## config.mk

```make
export PLATFORM = sky130hd
export DESIGN_NAME = analog_input_data_formatter
export DESIGN_NICKNAME = d
export VERILOG_FILES = /design/src/logic/afmt_pkg.sv /design/src/logic/analog_input_data_formatter.sv /design/src/logic/decimal_scaler.sv
export VERILOG_INCLUDE_DIRS = /design/src /design/src/logic
export SDC_FILE = /design/constraint.sdc
export NUM_CORES = 2
export LEC_CHECK = 0
export BUFFER_PORTS_ARGS = -buffer_cell sky130_fd_sc_hd__buf_4
export CAP_MARGIN = 20
export CORE_MARGIN = 3
export CORE_UTILIZATION = 25
export CTS_CLUSTER_DIAMETER = 80
export DETAILED_ROUTE_END_ITERATION = 8
export SLEW_MARGIN = 40
export SYNTH_ARGS = -nofsm -noshare
export SYNTH_HDL_FRONTEND = slang
export SYNTH_HIERARCHICAL = 1
export SYNTH_SLANG_ARGS = --single-unit
```

## constraint.sdc

```tcl
create_clock -name clk_i -period 33 [get_ports clk_i]
set_input_delay 1.65 -clock clk_i [delete_from_list [all_inputs] [get_ports clk_i]]
set_output_delay 1.65 -clock clk_i [all_outputs]
set_load 0.005 [all_outputs]
```

## src/logic/afmt_map.svh

```systemverilog
// Register offsets, field positions, reset values and timing figures of the formatter
`ifndef AFMT_MAP_SVH
`define AFMT_MAP_SVH

// ==========================================================================
// Register byte offsets
`define AFMT_CHAN_OFS      6'h00
`define AFMT_CFG_OFS       6'h20
`define AFMT_STAT_OFS      6'h24
`define AFMT_MASK_OFS      6'h28
`define AFMT_CAL_OFS       6'h2c

// ==========================================================================
// Configuration fields
`define AFMT_CFG_EIGHT     0
`define AFMT_CFG_RNG_A_LO  1
`define AFMT_CFG_RNG_B_LO  4
`define AFMT_CFG_FMT_A     7
`define AFMT_CFG_FMT_B     8
`define AFMT_CFG_RST       9'h001

// ==========================================================================
// Output word and status fields
`define AFMT_WORD_OOR      15
`define AFMT_WORD_ZERO     14
`define AFMT_EV_SCAN       0
`define AFMT_EV_OOR        1
`define AFMT_EV_CAL        2
`define AFMT_EV_CFGERR     3

// ==========================================================================
// Count limits
`define AFMT_RAW_MAX       14'sh1068
`define AFMT_RAW_FULL      13'h1000
`define AFMT_DEC_MAX_0_10  14'h270f

// ==========================================================================
// Timing
`define AFMT_CLK_NS        40
`define AFMT_SCAN4_NS      2400000
`define AFMT_SCAN8_NS      3000000

`endif

```

## src/logic/afmt_pkg.sv

```systemverilog
// Types shared by the analog input data formatter
package afmt_pkg;

    // ======================================================================
    // Input ranges
    typedef enum logic [2:0] {
        RNG_0_5,
        RNG_0_10,
        RNG_1_5,
        RNG_PM10,
        RNG_PM5
    } range_t;

    // ======================================================================
    // Configuration and samples
    typedef struct packed {
        logic        fmt_b;
        logic        fmt_a;
        logic [2:0]  range_b;
        logic [2:0]  range_a;
        logic        eight;
    } cfg_t;

    typedef struct packed {
        logic [2:0]  chan;
        logic        oor;
        logic [12:0] raw;
    } sample_t;

    typedef struct packed {
        logic        oor;
        logic        zero;
        logic [13:0] data;
    } out_word_t;

endpackage

```

## src/logic/analog_input_data_formatter.sv

```systemverilog
// Digital side of the eight channel analog input module
//
// Decided for this implementation: the register addresses and the Avalon-MM interface to the registers.
`timescale 1ns/10ps
`include "afmt_map.svh"
module analog_input_data_formatter #(
    parameter int SCAN4_CYC   = `AFMT_SCAN4_NS / `AFMT_CLK_NS,
    parameter int SCAN8_CYC   = `AFMT_SCAN8_NS / `AFMT_CLK_NS,
    parameter int AVG_LEN     = 4,
    parameter int CAL_NOMINAL = 4000,
    parameter int CAL_TOL     = 2
) (
    // Clock and reset
    input  wire logic         clk_i,
    input  wire logic         rst_i,
    input  wire logic         ce_i,
    // Avalon-MM slave
    input  wire logic [5:0]   avs_address_i,
    input  wire logic         avs_read_i,
    input  wire logic         avs_write_i,
    input  wire logic [31:0]  avs_writedata_i,
    output logic [31:0]       avs_readdata_o,
    output logic              avs_waitrequest_o,
    // Converter
    output logic              conv_start_o,
    output logic [2:0]        conv_chan_o,
    output logic              conv_ref_o,
    input  wire logic         conv_done_i,
    input  wire logic [13:0]  conv_code_i,
    // Calibration trim
    output logic              cal_up_o,
    output logic              cal_dn_o,
    // Indicators and interrupt
    output logic              oor_led_o,
    output logic              irq_o
);

    localparam int AW = (AVG_LEN > 1) ? $clog2(AVG_LEN) : 1;
    localparam int SW = 13 + AW;
    // The average divides by a shift, so the window length must be a power of two
    localparam int SH = $clog2(AVG_LEN);
    localparam logic [16:0] SLOT4 = 17'(SCAN4_CYC / 4 - 1);
    localparam logic [16:0] SLOT8 = 17'(SCAN8_CYC / 8 - 1);

    typedef enum logic [1:0] {S_WAIT, S_CONV, S_REF} sched_t;

    function automatic logic grp_of(input logic [2:0] ch, input logic eight);
        grp_of = eight ? ch[2] : ch[1];
    endfunction

    function automatic logic is_bipolar(input logic [2:0] rng);
        is_bipolar = (rng == 3'(afmt_pkg::RNG_PM10)) || (rng == 3'(afmt_pkg::RNG_PM5));
    endfunction

    // ======================================================================
    // Register bus
    afmt_pkg::cfg_t  cfg_ff, nxt_cfg;
    logic [3:0]      stat_ff, nxt_stat, mask_ff, nxt_mask;
    logic            ack_ff, nxt_ack;
    logic [31:0]     rdata_ff, nxt_rdata;
    logic [15:0]     cal_cnt_ff, nxt_cal_cnt;
    logic [15:0]     words_ff [8];
    logic [3:0]      ev;
    logic            cfg_err;

    assign avs_waitrequest_o = (avs_read_i | avs_write_i) & ~ack_ff;
    assign avs_readdata_o    = rdata_ff;
    assign cfg_err = (cfg_ff.fmt_a & is_bipolar(cfg_ff.range_a))
                   | (cfg_ff.fmt_b & is_bipolar(cfg_ff.range_b))
                   | (cfg_ff.range_a > 3'(afmt_pkg::RNG_PM5))
                   | (cfg_ff.range_b > 3'(afmt_pkg::RNG_PM5));

    always_comb begin
        nxt_ack   = (avs_read_i | avs_write_i) & ~ack_ff;
        nxt_cfg   = cfg_ff;
        nxt_mask  = mask_ff;
        nxt_stat  = stat_ff;
        nxt_rdata = rdata_ff;
        if (nxt_ack && avs_read_i) begin
            nxt_rdata = 32'h0000_0000;
            if (avs_address_i < `AFMT_CFG_OFS)
                nxt_rdata = {16'h0000, words_ff[avs_address_i[4:2]]};
            case (avs_address_i[5:2])
                4'h8: nxt_rdata = {23'h000000, cfg_ff};
                4'h9: nxt_rdata = {28'h0000000, stat_ff};
                4'ha: nxt_rdata = {28'h0000000, mask_ff};
                4'hb: nxt_rdata = {16'h0000, cal_cnt_ff};
                default: ;
            endcase
        end
        if (ack_ff && avs_write_i) begin
            case (avs_address_i[5:2])
                4'h8: nxt_cfg = afmt_pkg::cfg_t'(avs_writedata_i[8:0]);
                4'h9: nxt_stat = stat_ff & ~avs_writedata_i[3:0];
                4'ha: nxt_mask = avs_writedata_i[3:0];
                default: ;
            endcase
        end
        // A new event outranks a clear in the same cycle
        nxt_stat = nxt_stat | ev;
    end

    always_ff @(posedge clk_i or posedge rst_i) begin
        if (rst_i) begin
            cfg_ff   <= afmt_pkg::cfg_t'(`AFMT_CFG_RST);
            stat_ff  <= 4'h0;
            mask_ff  <= 4'h0;
            ack_ff   <= 1'b0;
            rdata_ff <= 32'h0000_0000;
        end else if (ce_i) begin
            cfg_ff   <= nxt_cfg;
            stat_ff  <= nxt_stat;
            mask_ff  <= nxt_mask;
            ack_ff   <= nxt_ack;
            rdata_ff <= nxt_rdata;
        end
    end

    assign irq_o = |(stat_ff & mask_ff);

    // ======================================================================
    // Conversion scheduler
    // A slot that ticks while a conversion is still running stays pending
    sched_t       st_ff, nxt_st;
    logic [16:0]  tmr_ff, nxt_tmr;
    logic         pend_ff, nxt_pend;
    logic [2:0]   chan_ff, nxt_chan;
    logic         start_ff, nxt_start, ref_ff, nxt_ref;
    logic         tick;
    logic [2:0]   last_ch;

    assign tick    = (tmr_ff == 17'h00000);
    assign last_ch = cfg_ff.eight ? 3'h7 : 3'h3;

    always_comb begin
        nxt_tmr   = tick ? (cfg_ff.eight ? SLOT8 : SLOT4) : tmr_ff - 17'h00001;
        nxt_pend  = pend_ff | tick;
        nxt_st    = st_ff;
        nxt_chan  = chan_ff;
        nxt_start = 1'b0;
        nxt_ref   = ref_ff;
        case (st_ff)
            S_WAIT: begin
                if (pend_ff) begin
                    nxt_pend  = tick;
                    nxt_start = 1'b1;
                    nxt_ref   = 1'b0;
                    nxt_st    = S_CONV;
                    // A switch to four circuits can leave the index past the last channel
                    if (chan_ff > last_ch)
                        nxt_chan = 3'h0;
                end
            end
            S_CONV: begin
                if (conv_done_i && !start_ff) begin
                    if (chan_ff >= last_ch) begin
                        nxt_chan  = 3'h0;
                        nxt_start = 1'b1;
                        nxt_ref   = 1'b1;
                        nxt_st    = S_REF;
                    end else begin
                        nxt_chan = chan_ff + 3'h1;
                        nxt_st   = S_WAIT;
                    end
                end
            end
            S_REF: begin
                if (conv_done_i && !start_ff)
                    nxt_st = S_WAIT;
            end
            default: nxt_st = S_WAIT;
        endcase
    end

    always_ff @(posedge clk_i or posedge rst_i) begin
        if (rst_i) begin
            st_ff    <= S_WAIT;
            tmr_ff   <= 17'h00000;
            pend_ff  <= 1'b0;
            chan_ff  <= 3'h0;
            start_ff <= 1'b0;
            ref_ff   <= 1'b0;
        end else if (ce_i) begin
            st_ff    <= nxt_st;
            tmr_ff   <= nxt_tmr;
            pend_ff  <= nxt_pend;
            chan_ff  <= nxt_chan;
            start_ff <= nxt_start;
            ref_ff   <= nxt_ref;
        end
    end

    assign conv_start_o = start_ff;
    assign conv_chan_o  = chan_ff;
    assign conv_ref_o   = ref_ff;

    // ======================================================================
    // Background calibration
    logic  cal_up_ff, nxt_cal_up, cal_dn_ff, nxt_cal_dn;
    logic  ref_done;

    assign ref_done = (st_ff == S_REF) && conv_done_i && !start_ff;

    always_comb begin
        nxt_cal_up  = 1'b0;
        nxt_cal_dn  = 1'b0;
        nxt_cal_cnt = cal_cnt_ff;
        if (ref_done) begin
            // Trim only outside the dead band so noise does not hunt
            if (int'(conv_code_i) > CAL_NOMINAL + CAL_TOL)
                nxt_cal_dn = 1'b1;
            else if (int'(conv_code_i) < CAL_NOMINAL - CAL_TOL)
                nxt_cal_up = 1'b1;
            if (nxt_cal_up || nxt_cal_dn)
                nxt_cal_cnt = cal_cnt_ff + 16'h0001;
        end
    end

    always_ff @(posedge clk_i or posedge rst_i) begin
        if (rst_i) begin
            cal_up_ff  <= 1'b0;
            cal_dn_ff  <= 1'b0;
            cal_cnt_ff <= 16'h0000;
        end else if (ce_i) begin
            cal_up_ff  <= nxt_cal_up;
            cal_dn_ff  <= nxt_cal_dn;
            cal_cnt_ff <= nxt_cal_cnt;
        end
    end

    assign cal_up_o = cal_up_ff;
    assign cal_dn_o = cal_dn_ff;

    // ======================================================================
    // Clamp and moving average
    // History starts at zero, so the first AVG_LEN samples ramp up from 0
    logic [12:0]     hist_ff [8][AVG_LEN];
    logic            hoor_ff [8][AVG_LEN];
    logic [AW-1:0]   ptr_ff  [8];
    logic [SW-1:0]   sum_ff  [8];
    logic [AW:0]     ocnt_ff [8];
    logic            s1_valid_ff, nxt_s1_valid;
    afmt_pkg::sample_t s1_ff, nxt_s1;
    logic            chan_done, smp_oor;
    logic [12:0]     smp_raw;
    logic [SW-1:0]   nxt_sum;
    logic [AW:0]     nxt_ocnt;
    logic signed [13:0] code;

    assign chan_done = (st_ff == S_CONV) && conv_done_i && !start_ff;
    assign code      = signed'(conv_code_i);

    always_comb begin
        // Converter code is already the place within the span, 0 at range bottom
        smp_raw = conv_code_i[12:0];
        smp_oor = 1'b0;
        if (code < 14'sh0000) begin
            smp_raw = 13'h0000;
            smp_oor = 1'b1;
        end else if (code > `AFMT_RAW_MAX) begin
            smp_raw = 13'(`AFMT_RAW_MAX);
            smp_oor = 1'b1;
        end
        nxt_sum  = sum_ff[chan_ff] + SW'(smp_raw) - SW'(hist_ff[chan_ff][ptr_ff[chan_ff]]);
        nxt_ocnt = ocnt_ff[chan_ff] + (AW+1)'(smp_oor)
                 - (AW+1)'(hoor_ff[chan_ff][ptr_ff[chan_ff]]);
        nxt_s1_valid = chan_done;
        nxt_s1       = s1_ff;
        if (chan_done) begin
            nxt_s1.chan = chan_ff;
            nxt_s1.raw  = 13'(nxt_sum >> SH);
            nxt_s1.oor  = (nxt_ocnt != '0);
        end
    end

    always_ff @(posedge clk_i or posedge rst_i) begin
        if (rst_i) begin
            s1_valid_ff <= 1'b0;
            s1_ff       <= '0;
            for (int c = 0; c < 8; c++) begin
                ptr_ff[c]  <= '0;
                sum_ff[c]  <= '0;
                ocnt_ff[c] <= '0;
                for (int k = 0; k < AVG_LEN; k++) begin
                    hist_ff[c][k] <= 13'h0000;
                    hoor_ff[c][k] <= 1'b0;
                end
            end
        end else if (ce_i) begin
            s1_valid_ff <= nxt_s1_valid;
            s1_ff       <= nxt_s1;
            if (chan_done) begin
                hist_ff[chan_ff][ptr_ff[chan_ff]] <= smp_raw;
                hoor_ff[chan_ff][ptr_ff[chan_ff]] <= smp_oor;
                // Wrap at the window length so the history index never leaves the array
                ptr_ff[chan_ff]  <= (int'(ptr_ff[chan_ff]) == AVG_LEN - 1) ? '0
                                  : AW'(ptr_ff[chan_ff] + 1'b1);
                sum_ff[chan_ff]  <= nxt_sum;
                ocnt_ff[chan_ff] <= nxt_ocnt;
            end
        end
    end

    // ======================================================================
    // Formatting and output words
    logic               sc_valid, sc_sat, s1_grp, sc_grp, use_dec;
    afmt_pkg::sample_t  sc_smp;
    logic [13:0]        sc_dec;
    afmt_pkg::out_word_t wd;

    assign s1_grp = grp_of(s1_ff.chan, cfg_ff.eight);

    decimal_scaler u_scaler (
        .clk_i   (clk_i),
        .rst_i   (rst_i),
        .ce_i    (ce_i),
        .valid_i (s1_valid_ff),
        .smp_i   (s1_ff),
        .range_i (s1_grp ? cfg_ff.range_b : cfg_ff.range_a),
        .valid_o (sc_valid),
        .smp_o   (sc_smp),
        .dec_o   (sc_dec),
        .sat_o   (sc_sat)
    );

    always_comb begin
        sc_grp  = grp_of(sc_smp.chan, cfg_ff.eight);
        // Bipolar ranges fall back to raw count, decimal has no sign
        use_dec = sc_grp ? (cfg_ff.fmt_b & ~is_bipolar(cfg_ff.range_b))
                         : (cfg_ff.fmt_a & ~is_bipolar(cfg_ff.range_a));
        wd.zero = 1'b0;
        wd.oor  = sc_smp.oor | (use_dec & sc_sat);
        wd.data = use_dec ? sc_dec : {1'b0, sc_smp.raw};
        ev = 4'h0;
        ev[`AFMT_EV_SCAN]   = sc_valid && (sc_smp.chan == last_ch);
        ev[`AFMT_EV_OOR]    = chan_done && smp_oor;
        ev[`AFMT_EV_CAL]    = cal_up_ff | cal_dn_ff;
        ev[`AFMT_EV_CFGERR] = cfg_err;
    end

    always_ff @(posedge clk_i or posedge rst_i) begin
        if (rst_i) begin
            for (int c = 0; c < 8; c++)
                words_ff[c] <= 16'h0000;
        end else if (ce_i && sc_valid) begin
            words_ff[sc_smp.chan] <= wd;
        end
    end

    always_comb begin
        oor_led_o = 1'b0;
        for (int c = 0; c < 8; c++)
            oor_led_o = oor_led_o | words_ff[c][`AFMT_WORD_OOR];
    end
endmodule

```

## src/logic/decimal_scaler.sv

```systemverilog
// Registered conversion of a raw count into a decimal voltmeter reading
`timescale 1ns/10ps
module decimal_scaler (
    // Clock and reset
    input  wire logic            clk_i,
    input  wire logic            rst_i,
    input  wire logic            ce_i,
    // Input sample
    input  wire logic            valid_i,
    input  wire afmt_pkg::sample_t smp_i,
    input  wire logic [2:0]      range_i,
    // Registered result
    output logic                 valid_o,
    output afmt_pkg::sample_t    smp_o,
    output logic [13:0]          dec_o,
    output logic                 sat_o
);

    // ======================================================================
    // Scaling
    logic                valid_ff, nxt_valid;
    afmt_pkg::sample_t   smp_ff, nxt_smp;
    logic [13:0]         dec_ff, nxt_dec;
    logic                sat_ff, nxt_sat;
    logic [25:0]         prod;
    logic [13:0]         full_scale_span;
    logic [13:0]         base;
    logic [13:0]         scaled;

    always_comb begin
        full_scale_span = 14'h1388;
        base            = 14'h0000;
        case (afmt_pkg::range_t'(range_i))
            afmt_pkg::RNG_0_10: full_scale_span = 14'h2710;
            afmt_pkg::RNG_1_5: begin
                full_scale_span = 14'h0fa0;
                base            = 14'h03e8;
            end
            default: full_scale_span = 14'h1388;
        endcase
        // Round to nearest so a full 4200 count reads 5127 on 0 to 5
        prod      = 26'(smp_i.raw) * 26'(full_scale_span) + 26'h0000800;
        scaled    = 14'(prod[25:12]) + base;
        nxt_sat   = 1'b0;
        nxt_dec   = scaled;
        if (afmt_pkg::range_t'(range_i) == afmt_pkg::RNG_0_10
                && scaled > `AFMT_DEC_MAX_0_10) begin
            // Four digits cannot show 10.000 V
            nxt_dec = `AFMT_DEC_MAX_0_10;
            nxt_sat = 1'b1;
        end
        nxt_valid = valid_i;
        nxt_smp   = smp_i;
    end

    always_ff @(posedge clk_i or posedge rst_i) begin
        if (rst_i) begin
            valid_ff <= 1'b0;
            smp_ff   <= '0;
            dec_ff   <= 14'h0000;
            sat_ff   <= 1'b0;
        end else if (ce_i) begin
            valid_ff <= nxt_valid;
            smp_ff   <= nxt_smp;
            dec_ff   <= nxt_dec;
            sat_ff   <= nxt_sat;
        end
    end

    assign valid_o = valid_ff;
    assign smp_o   = smp_ff;
    assign dec_o   = dec_ff;
    assign sat_o   = sat_ff;

endmodule

```

After elaboration in Yosys (flattened, before gate mapping)
Cells that the tools add are included. Widths: inputs -> output; s select.

Register bits after elaboration: 880. Input bits: 58. Output and inout port bits: 42.

$add $sub $neg: 10. $mul: 1. $lt $le $gt $ge: 17. Eq/ne operators: 19. Muxes and demuxes: 94. Bitwise gates (word level): 31. Reductions and logical operators: 31.

Operators by type and width (number): $bwmux 416 (1); $bmux 52 s3 (1); $demux 52 s3 (1); $mux 52 (3); $bwmux 128 (1); $pmux 32 s4 (1); $bwmux 120 (1); $mux 13 (6); $mux 16 (4); $bmux 16 s3 (1); $demux 16 s3 (1); $bmux 15 s3 (1); $demux 15 s3 (1); $mux 15 (3); $bwmux 32 (1); $gt 14x14->1 const B (2); $mux 14 (2); $pmux 14 s2 (1); $mux 3 (9); $add 26x12->26 const B (1); $bmux 13 s2 (1); $demux 13 s2 (1); $mul 13x14->26 (1); $bwmux 24 (1); 65 further kinds (157).

Depth between registers and ports, before layout
Word-level depth: 12. Depth in mapped cells: 40. Mapped depth without buffers: 36.

Cells and area by module
The synthesis kept the hierarchy.

Modules (own cells, without submodules): analog_input_data_formatter (instances 1, cells an instance 3471, area each 37812.5 um2); decimal_scaler (instances 1, cells an instance 591, area each 5796.8 um2).

Least setup slack after synthesis
No wires, ideal clock.

Path kind: register -> register. Start: reg cfg_ff[0] (netlist bit). End: reg u_scaler.sat_ff (netlist: u_scaler/sat_o). Library setup time: 0.147 ns. Arrival: 8.389 ns. Required time: 32.853 ns. Slack: 24.464 ns. Cell stages (with the launch flop): 36. Path buffers: 3. Clock period less this slack: 8.536 ns. Cell sequence: dfstp_2 > buf_2 > mux2i_1 > mux2_2 > nor3b_1 > clkbuf_1 > clkbuf_1 > o21ai_0 > fa_1 > inv_1 > fa_1 > inv_1 > fa_1 > inv_1 > fa_1 > fa_1 > ha_1 > a21oi_1 > a21oi_2 > nor2_4 > o21a_1 > nor2b_1 > o21a_1 > o21a_1 > nor2_1 > xnor2_1 > ha_1 > o21a_1 > nor2_1 > a21o_1 > nor4_1 > nand3_1 > mux2i_1 > o211a_1 > nor2_1 > o22ai_1.

Cells in the longest elaborated chain, start to end: 10. Elaborated cells on any way between the ends: 12.

RTL lines: from (decl) (RTL line analog_input_data_formatter.sv:57) `afmt_pkg::cfg_t cfg_ff, nxt_cfg;`; from (signal assigned) (RTL line analog_input_data_formatter.sv:105) `` cfg_ff <= afmt_pkg::cfg_t'(`AFMT_CFG_RST); ``; from (signal assigned) (RTL line analog_input_data_formatter.sv:111) `cfg_ff <= nxt_cfg;`; $mux 1 (*) (RTL line analog_input_data_formatter.sv:48) `grp_of = eight ? ch[2] : ch[1];`; $mux 3 (*) (RTL line analog_input_data_formatter.sv:319) `.range_i (s1_grp ? cfg_ff.range_b : cfg_ff.range_a),`; $eq 3x2->1 / $eq 3x1->1 (equally long branches) (RTL line decimal_scaler.sv:33, decimal_scaler.sv:46); $pmux 14 s2 (RTL line decimal_scaler.sv:33) `case (afmt_pkg::range_t'(range_i))`; $mul 13x14->26 (RTL line decimal_scaler.sv:42) `prod = 26'(smp_i.raw) * 26'(full_scale_span) + 26'h0000800;`; $add 26x12->26 (RTL line decimal_scaler.sv:42); $add 14x10->14 (RTL line decimal_scaler.sv:43) `scaled = 14'(prod[25:12]) + base;`; $gt 14x14->1 (no line); $logic_and 1x1->1 (no line) (*); $mux 1 (*) (RTL line decimal_scaler.sv:46) `if (afmt_pkg::range_t'(range_i) == afmt_pkg::RNG_0_10`; to (signal assigned) (RTL line decimal_scaler.sv:66) `sat_ff <= nxt_sat;`; to (decl) (RTL line decimal_scaler.sv:24) `logic sat_ff, nxt_sat;`.

Mark *: on every way between the ends. The rest lies on a longest branch, timed or not. A chain may end at the register's enable or synchronous reset.

Final worst setup path
Ends and elaborated chain as after synthesis.

==> results.sh <==
export IMPL_min_period_ns=9.99
export IMPL_postSynthCellCount=4062
export IMPL_crit_fanout=19
export IMPL_cts_sinks=856
export IMPL_root_buffer="clkbuf_16"
export IMPL_dpl_cell_area_um2=46400
export IMPL_core_um2=172000
export IMPL_place_inst=6221
export IMPL_die_x_um=424
export IMPL_avgRoutedWirePerCell_um=17.1
export IMPL_dr_pass1_iters=5
export IMPL_setup_violations=0
export IMPL_r2r_cells=34
export IMPL_cts_made_buffers=87
export IMPL_rows=152
export IMPL_initial_utilization_pct=25.3
export IMPL_clock_latency_ns=0.69
export IMPL_async_reset_ff_share_pct=100
export IMPL_postCtsSetupBuffers=0
export IMPL_crit_type="reg -> reg"
export IMPL_route_detailed_drc=0
export IMPL_worstSetupEndpointType="flop"
export IMPL_dieArea_um2=179000
export IMPL_overflow=0
export IMPL_via_count=29500
export IMPL_rsz0062_at_grt="false"
export IMPL_via_per_inst=4.63
export IMPL_arrival_ns=10.49
export IMPL_drive_above_1_share_pct=15.4
export IMPL_multi_input_area_um2=20600
export IMPL_seqCellArea_um2=21400
export IMPL_power_density_nw_per_um2=110
export IMPL_grt_pass1_wl_um=174000
export IMPL_cts_tree="yes"
export IMPL_grt_max_degree=113
export IMPL_clock_path_buffers=3
export IMPL_grt_util_all_layers_pct=12.1
export IMPL_critPathLaunchType="flop"
export IMPL_cts_resized=0
export IMPL_timing_hold_worst_class="reg -> reg"
export IMPL_leakage_nw=22.3
export IMPL_synthesis_area_um2=43600
export IMPL_die_y_um=424
export IMPL_yosys_most_used_dff="dfrtp_1"
export IMPL_status="completed"
export IMPL_synth_edf_count=0
export IMPL_slew_viol_final=0
export IMPL_antenna_left=0
export IMPL_final_area_um2=49400
export IMPL_synth_seq_cells=856
export IMPL_gp_congestion=0.823
export IMPL_cts_hold_buffers=0
export IMPL_seq_area_frac_synth_pct=49.1
export IMPL_maxCapViolCount=0
export IMPL_numPortBuffers=58
export IMPL_final_nets=4277
export IMPL_fin_cells=6377
export IMPL_synth_warnings=6
export IMPL_areaGrowthSynthToFinish_pct=13.3
export IMPL_relSlewSlack_pct=44.0
export IMPL_whs_path_depth=2
export IMPL_slowest_delay_ns=0.72
export IMPL_p_total_mw=5.45
export IMPL_fin_crit_sh_pct=30.3
export IMPL_required_ns=33.50
export IMPL_clk_pin_slew_ns=0.06
export IMPL_crit_slowest_cell="and2_1"
export IMPL_ys_types=93
export IMPL_worst_slew_pin_slew_ns=0.841
export IMPL_drt_initial_drc_count=2286
export IMPL_finClkSkew_ns=0.0517
export IMPL_wirelength_um=109000
export IMPL_antenna_found_initial=1
export IMPL_whs_ns=0.474
export IMPL_ir_drop_mv=0.196
export IMPL_final_hold_violation_count=0
export IMPL_io_pins=100
export IMPL_grt_pass1_vias=29800
export IMPL_htree_levels=3
export IMPL_synth_area_per_cell_um2=10.7
export IMPL_dpl_hpwl_um=71300
export IMPL_fin_tns_setup_ns=0
export IMPL_fill_cells=17900
export IMPL_max_freq_mhz=100
per-stage QoR:
step                utilization, %  worst slack, ns
finish                        28.6            23.01
global placement              26.8            23.07
floorplan                        -             8.23
detailed placement            26.9            23.03
global route                  28.6            22.32
CTS                           28.6            22.96
worst max-delay path, delay by kind of cell (launching register included):
family	cells	cell delay (ns)
mux	3	0.98
compound gates	8	1.43
xor+xnor	1	0.09
fa+ha+maj	8	3.40
flops	1	0.67
simple gates	12	3.12
buf+inv	2	0.10
path summary, 6_finish.rpt:
check	end	slack [ns]	from
worst min-delay path	s1_ff[14]	0.47	s1_ff[14]
worst max-delay path	u_scaler/sat_o	23.01	cfg_ff[0]
worst min register to register	s1_ff[14]	0.47	s1_ff[14]
worst max register to register	u_scaler/sat_o	23.01	cfg_ff[0]
min in group asynchronous	words_ff[48]	1.05	rst_i
max in group asynchronous	hist_ff[206]	29.62	rst_i
area by class of cell:
type	instances	share of cell area, %
repair buffers	119	2.10
clock buffers	120	5.01
well taps	2310	5.85
flip-flops and latches	856	43.4
diodes	2	0.0101
clock inverters	32	0.747
multi-input cells	2777	41.6
inverters	161	1.25
cell families (layout without fill, tap and decap cells):
family	after synthesis	count (layout)	synth area share, %
adders and majority gates	217	217	7.86
DFF	856	856	49.1
other	2	20	0.0172
AOI/OAI and AO/OA	911	911	11.7
buffers and inverters	445	432	4.34
xor gates and xnor gates	82	82	1.66
and+or+nand+nor	1186	1186	11.4
muxes	363	363	13.9
sequential cells by signal, summed over array words and instances, names as in the netlist, 2 cells and up:
| register | flops |
|---|---|
| conv_chan_o | 3 |
| cfg_ff | 9 |
| u_scaler/dec_o | 14 |
| ocnt_ff | 24 |
| avs_readdata_o | 16 |
| st_ff | 2 |
| ptr_ff | 16 |
| cal_cnt_ff | 16 |
| sum_ff | 120 |
| hoor_ff | 32 |
| tmr_ff | 17 |
| hist_ff | 416 |
| u_scaler/smp_o | 17 |
| s1_ff | 17 |
| stat_ff | 4 |
| mask_ff | 4 |
| words_ff | 120 |
cell usage after synthesis (all sizes together) (3+ instances only):
library cell,number,share of area [%]
or2,7,0.10
mux4,185,9.6
a31oi,6,0.086
o21ai,656,7.5
a22o,16,0.32
o211ai,5,0.086
nor2b,10,0.15
inv,161,1.4
nor2,152,1.3
nand4,8,0.11
nand3b,8,0.14
o21a,13,0.22
xor2,27,0.54
nand2,863,7.6
a21o,10,0.17
buf,125,1.6
fa,95,4.4
ha,122,3.5
dfrtp,855,49
a211oi,4,0.080
nor3b,3,0.052
mux2i,99,2.3
nand2b,10,0.14
and2,21,0.30
a211o,3,0.060
o2bb2ai,3,0.060
nor4,10,0.21
xnor2,55,1.1
and3,14,0.20
a21oi,130,1.5
nand3,35,0.41
clkbuf,159,1.4
o21bai,4,0.069
a22oi,8,0.14
or4,3,0.052
a221oi,19,0.54
a2bb2oi,5,0.10
o22ai,6,0.086
mux2,79,2.0
nor3,31,0.38
routing by layer:
layer,track usage (%),wire (µm)
met1,16.8,50500
met2,20.0,51500
met3,1.75,4660
met4,2.97,2230
met5,0,0
power breakdown:
part,total (mW),leakage (nW),internal [mW],switching (mW)
clock,0.997,1.39,0.565,0.432
combinational,3.21,9.10,1.30,1.91
sequential,1.24,11.8,1.15,0.0873
layout by cell type (no fill, tap or decap), drive strengths merged, types with 7 or more instances in the layout:
| master | n |
|---|---|
| nor3 | 31 |
| conb | 18 |
| inv | 162 |
| a21oi | 130 |
| a221oi | 19 |
| o21a | 13 |
| mux2 | 79 |
| nand2b | 10 |
| xnor2 | 55 |
| o21ai | 656 |
| and2 | 21 |
| a21o | 10 |
| nor2 | 152 |
| nand3b | 8 |
| fa | 95 |
| a22oi | 8 |
| dfrtp | 855 |
| nor2b | 10 |
| clkinv | 22 |
| buf | 119 |
| nand3 | 35 |
| xor2 | 27 |
| mux2i | 99 |
| nand4 | 8 |
| mux4 | 185 |
| and3 | 14 |
| clkbuf | 120 |
| ha | 122 |
| nand2 | 863 |
| nor4 | 10 |
| or2 | 7 |
| a22o | 16 |
Power figures use the tool's default switching activity.
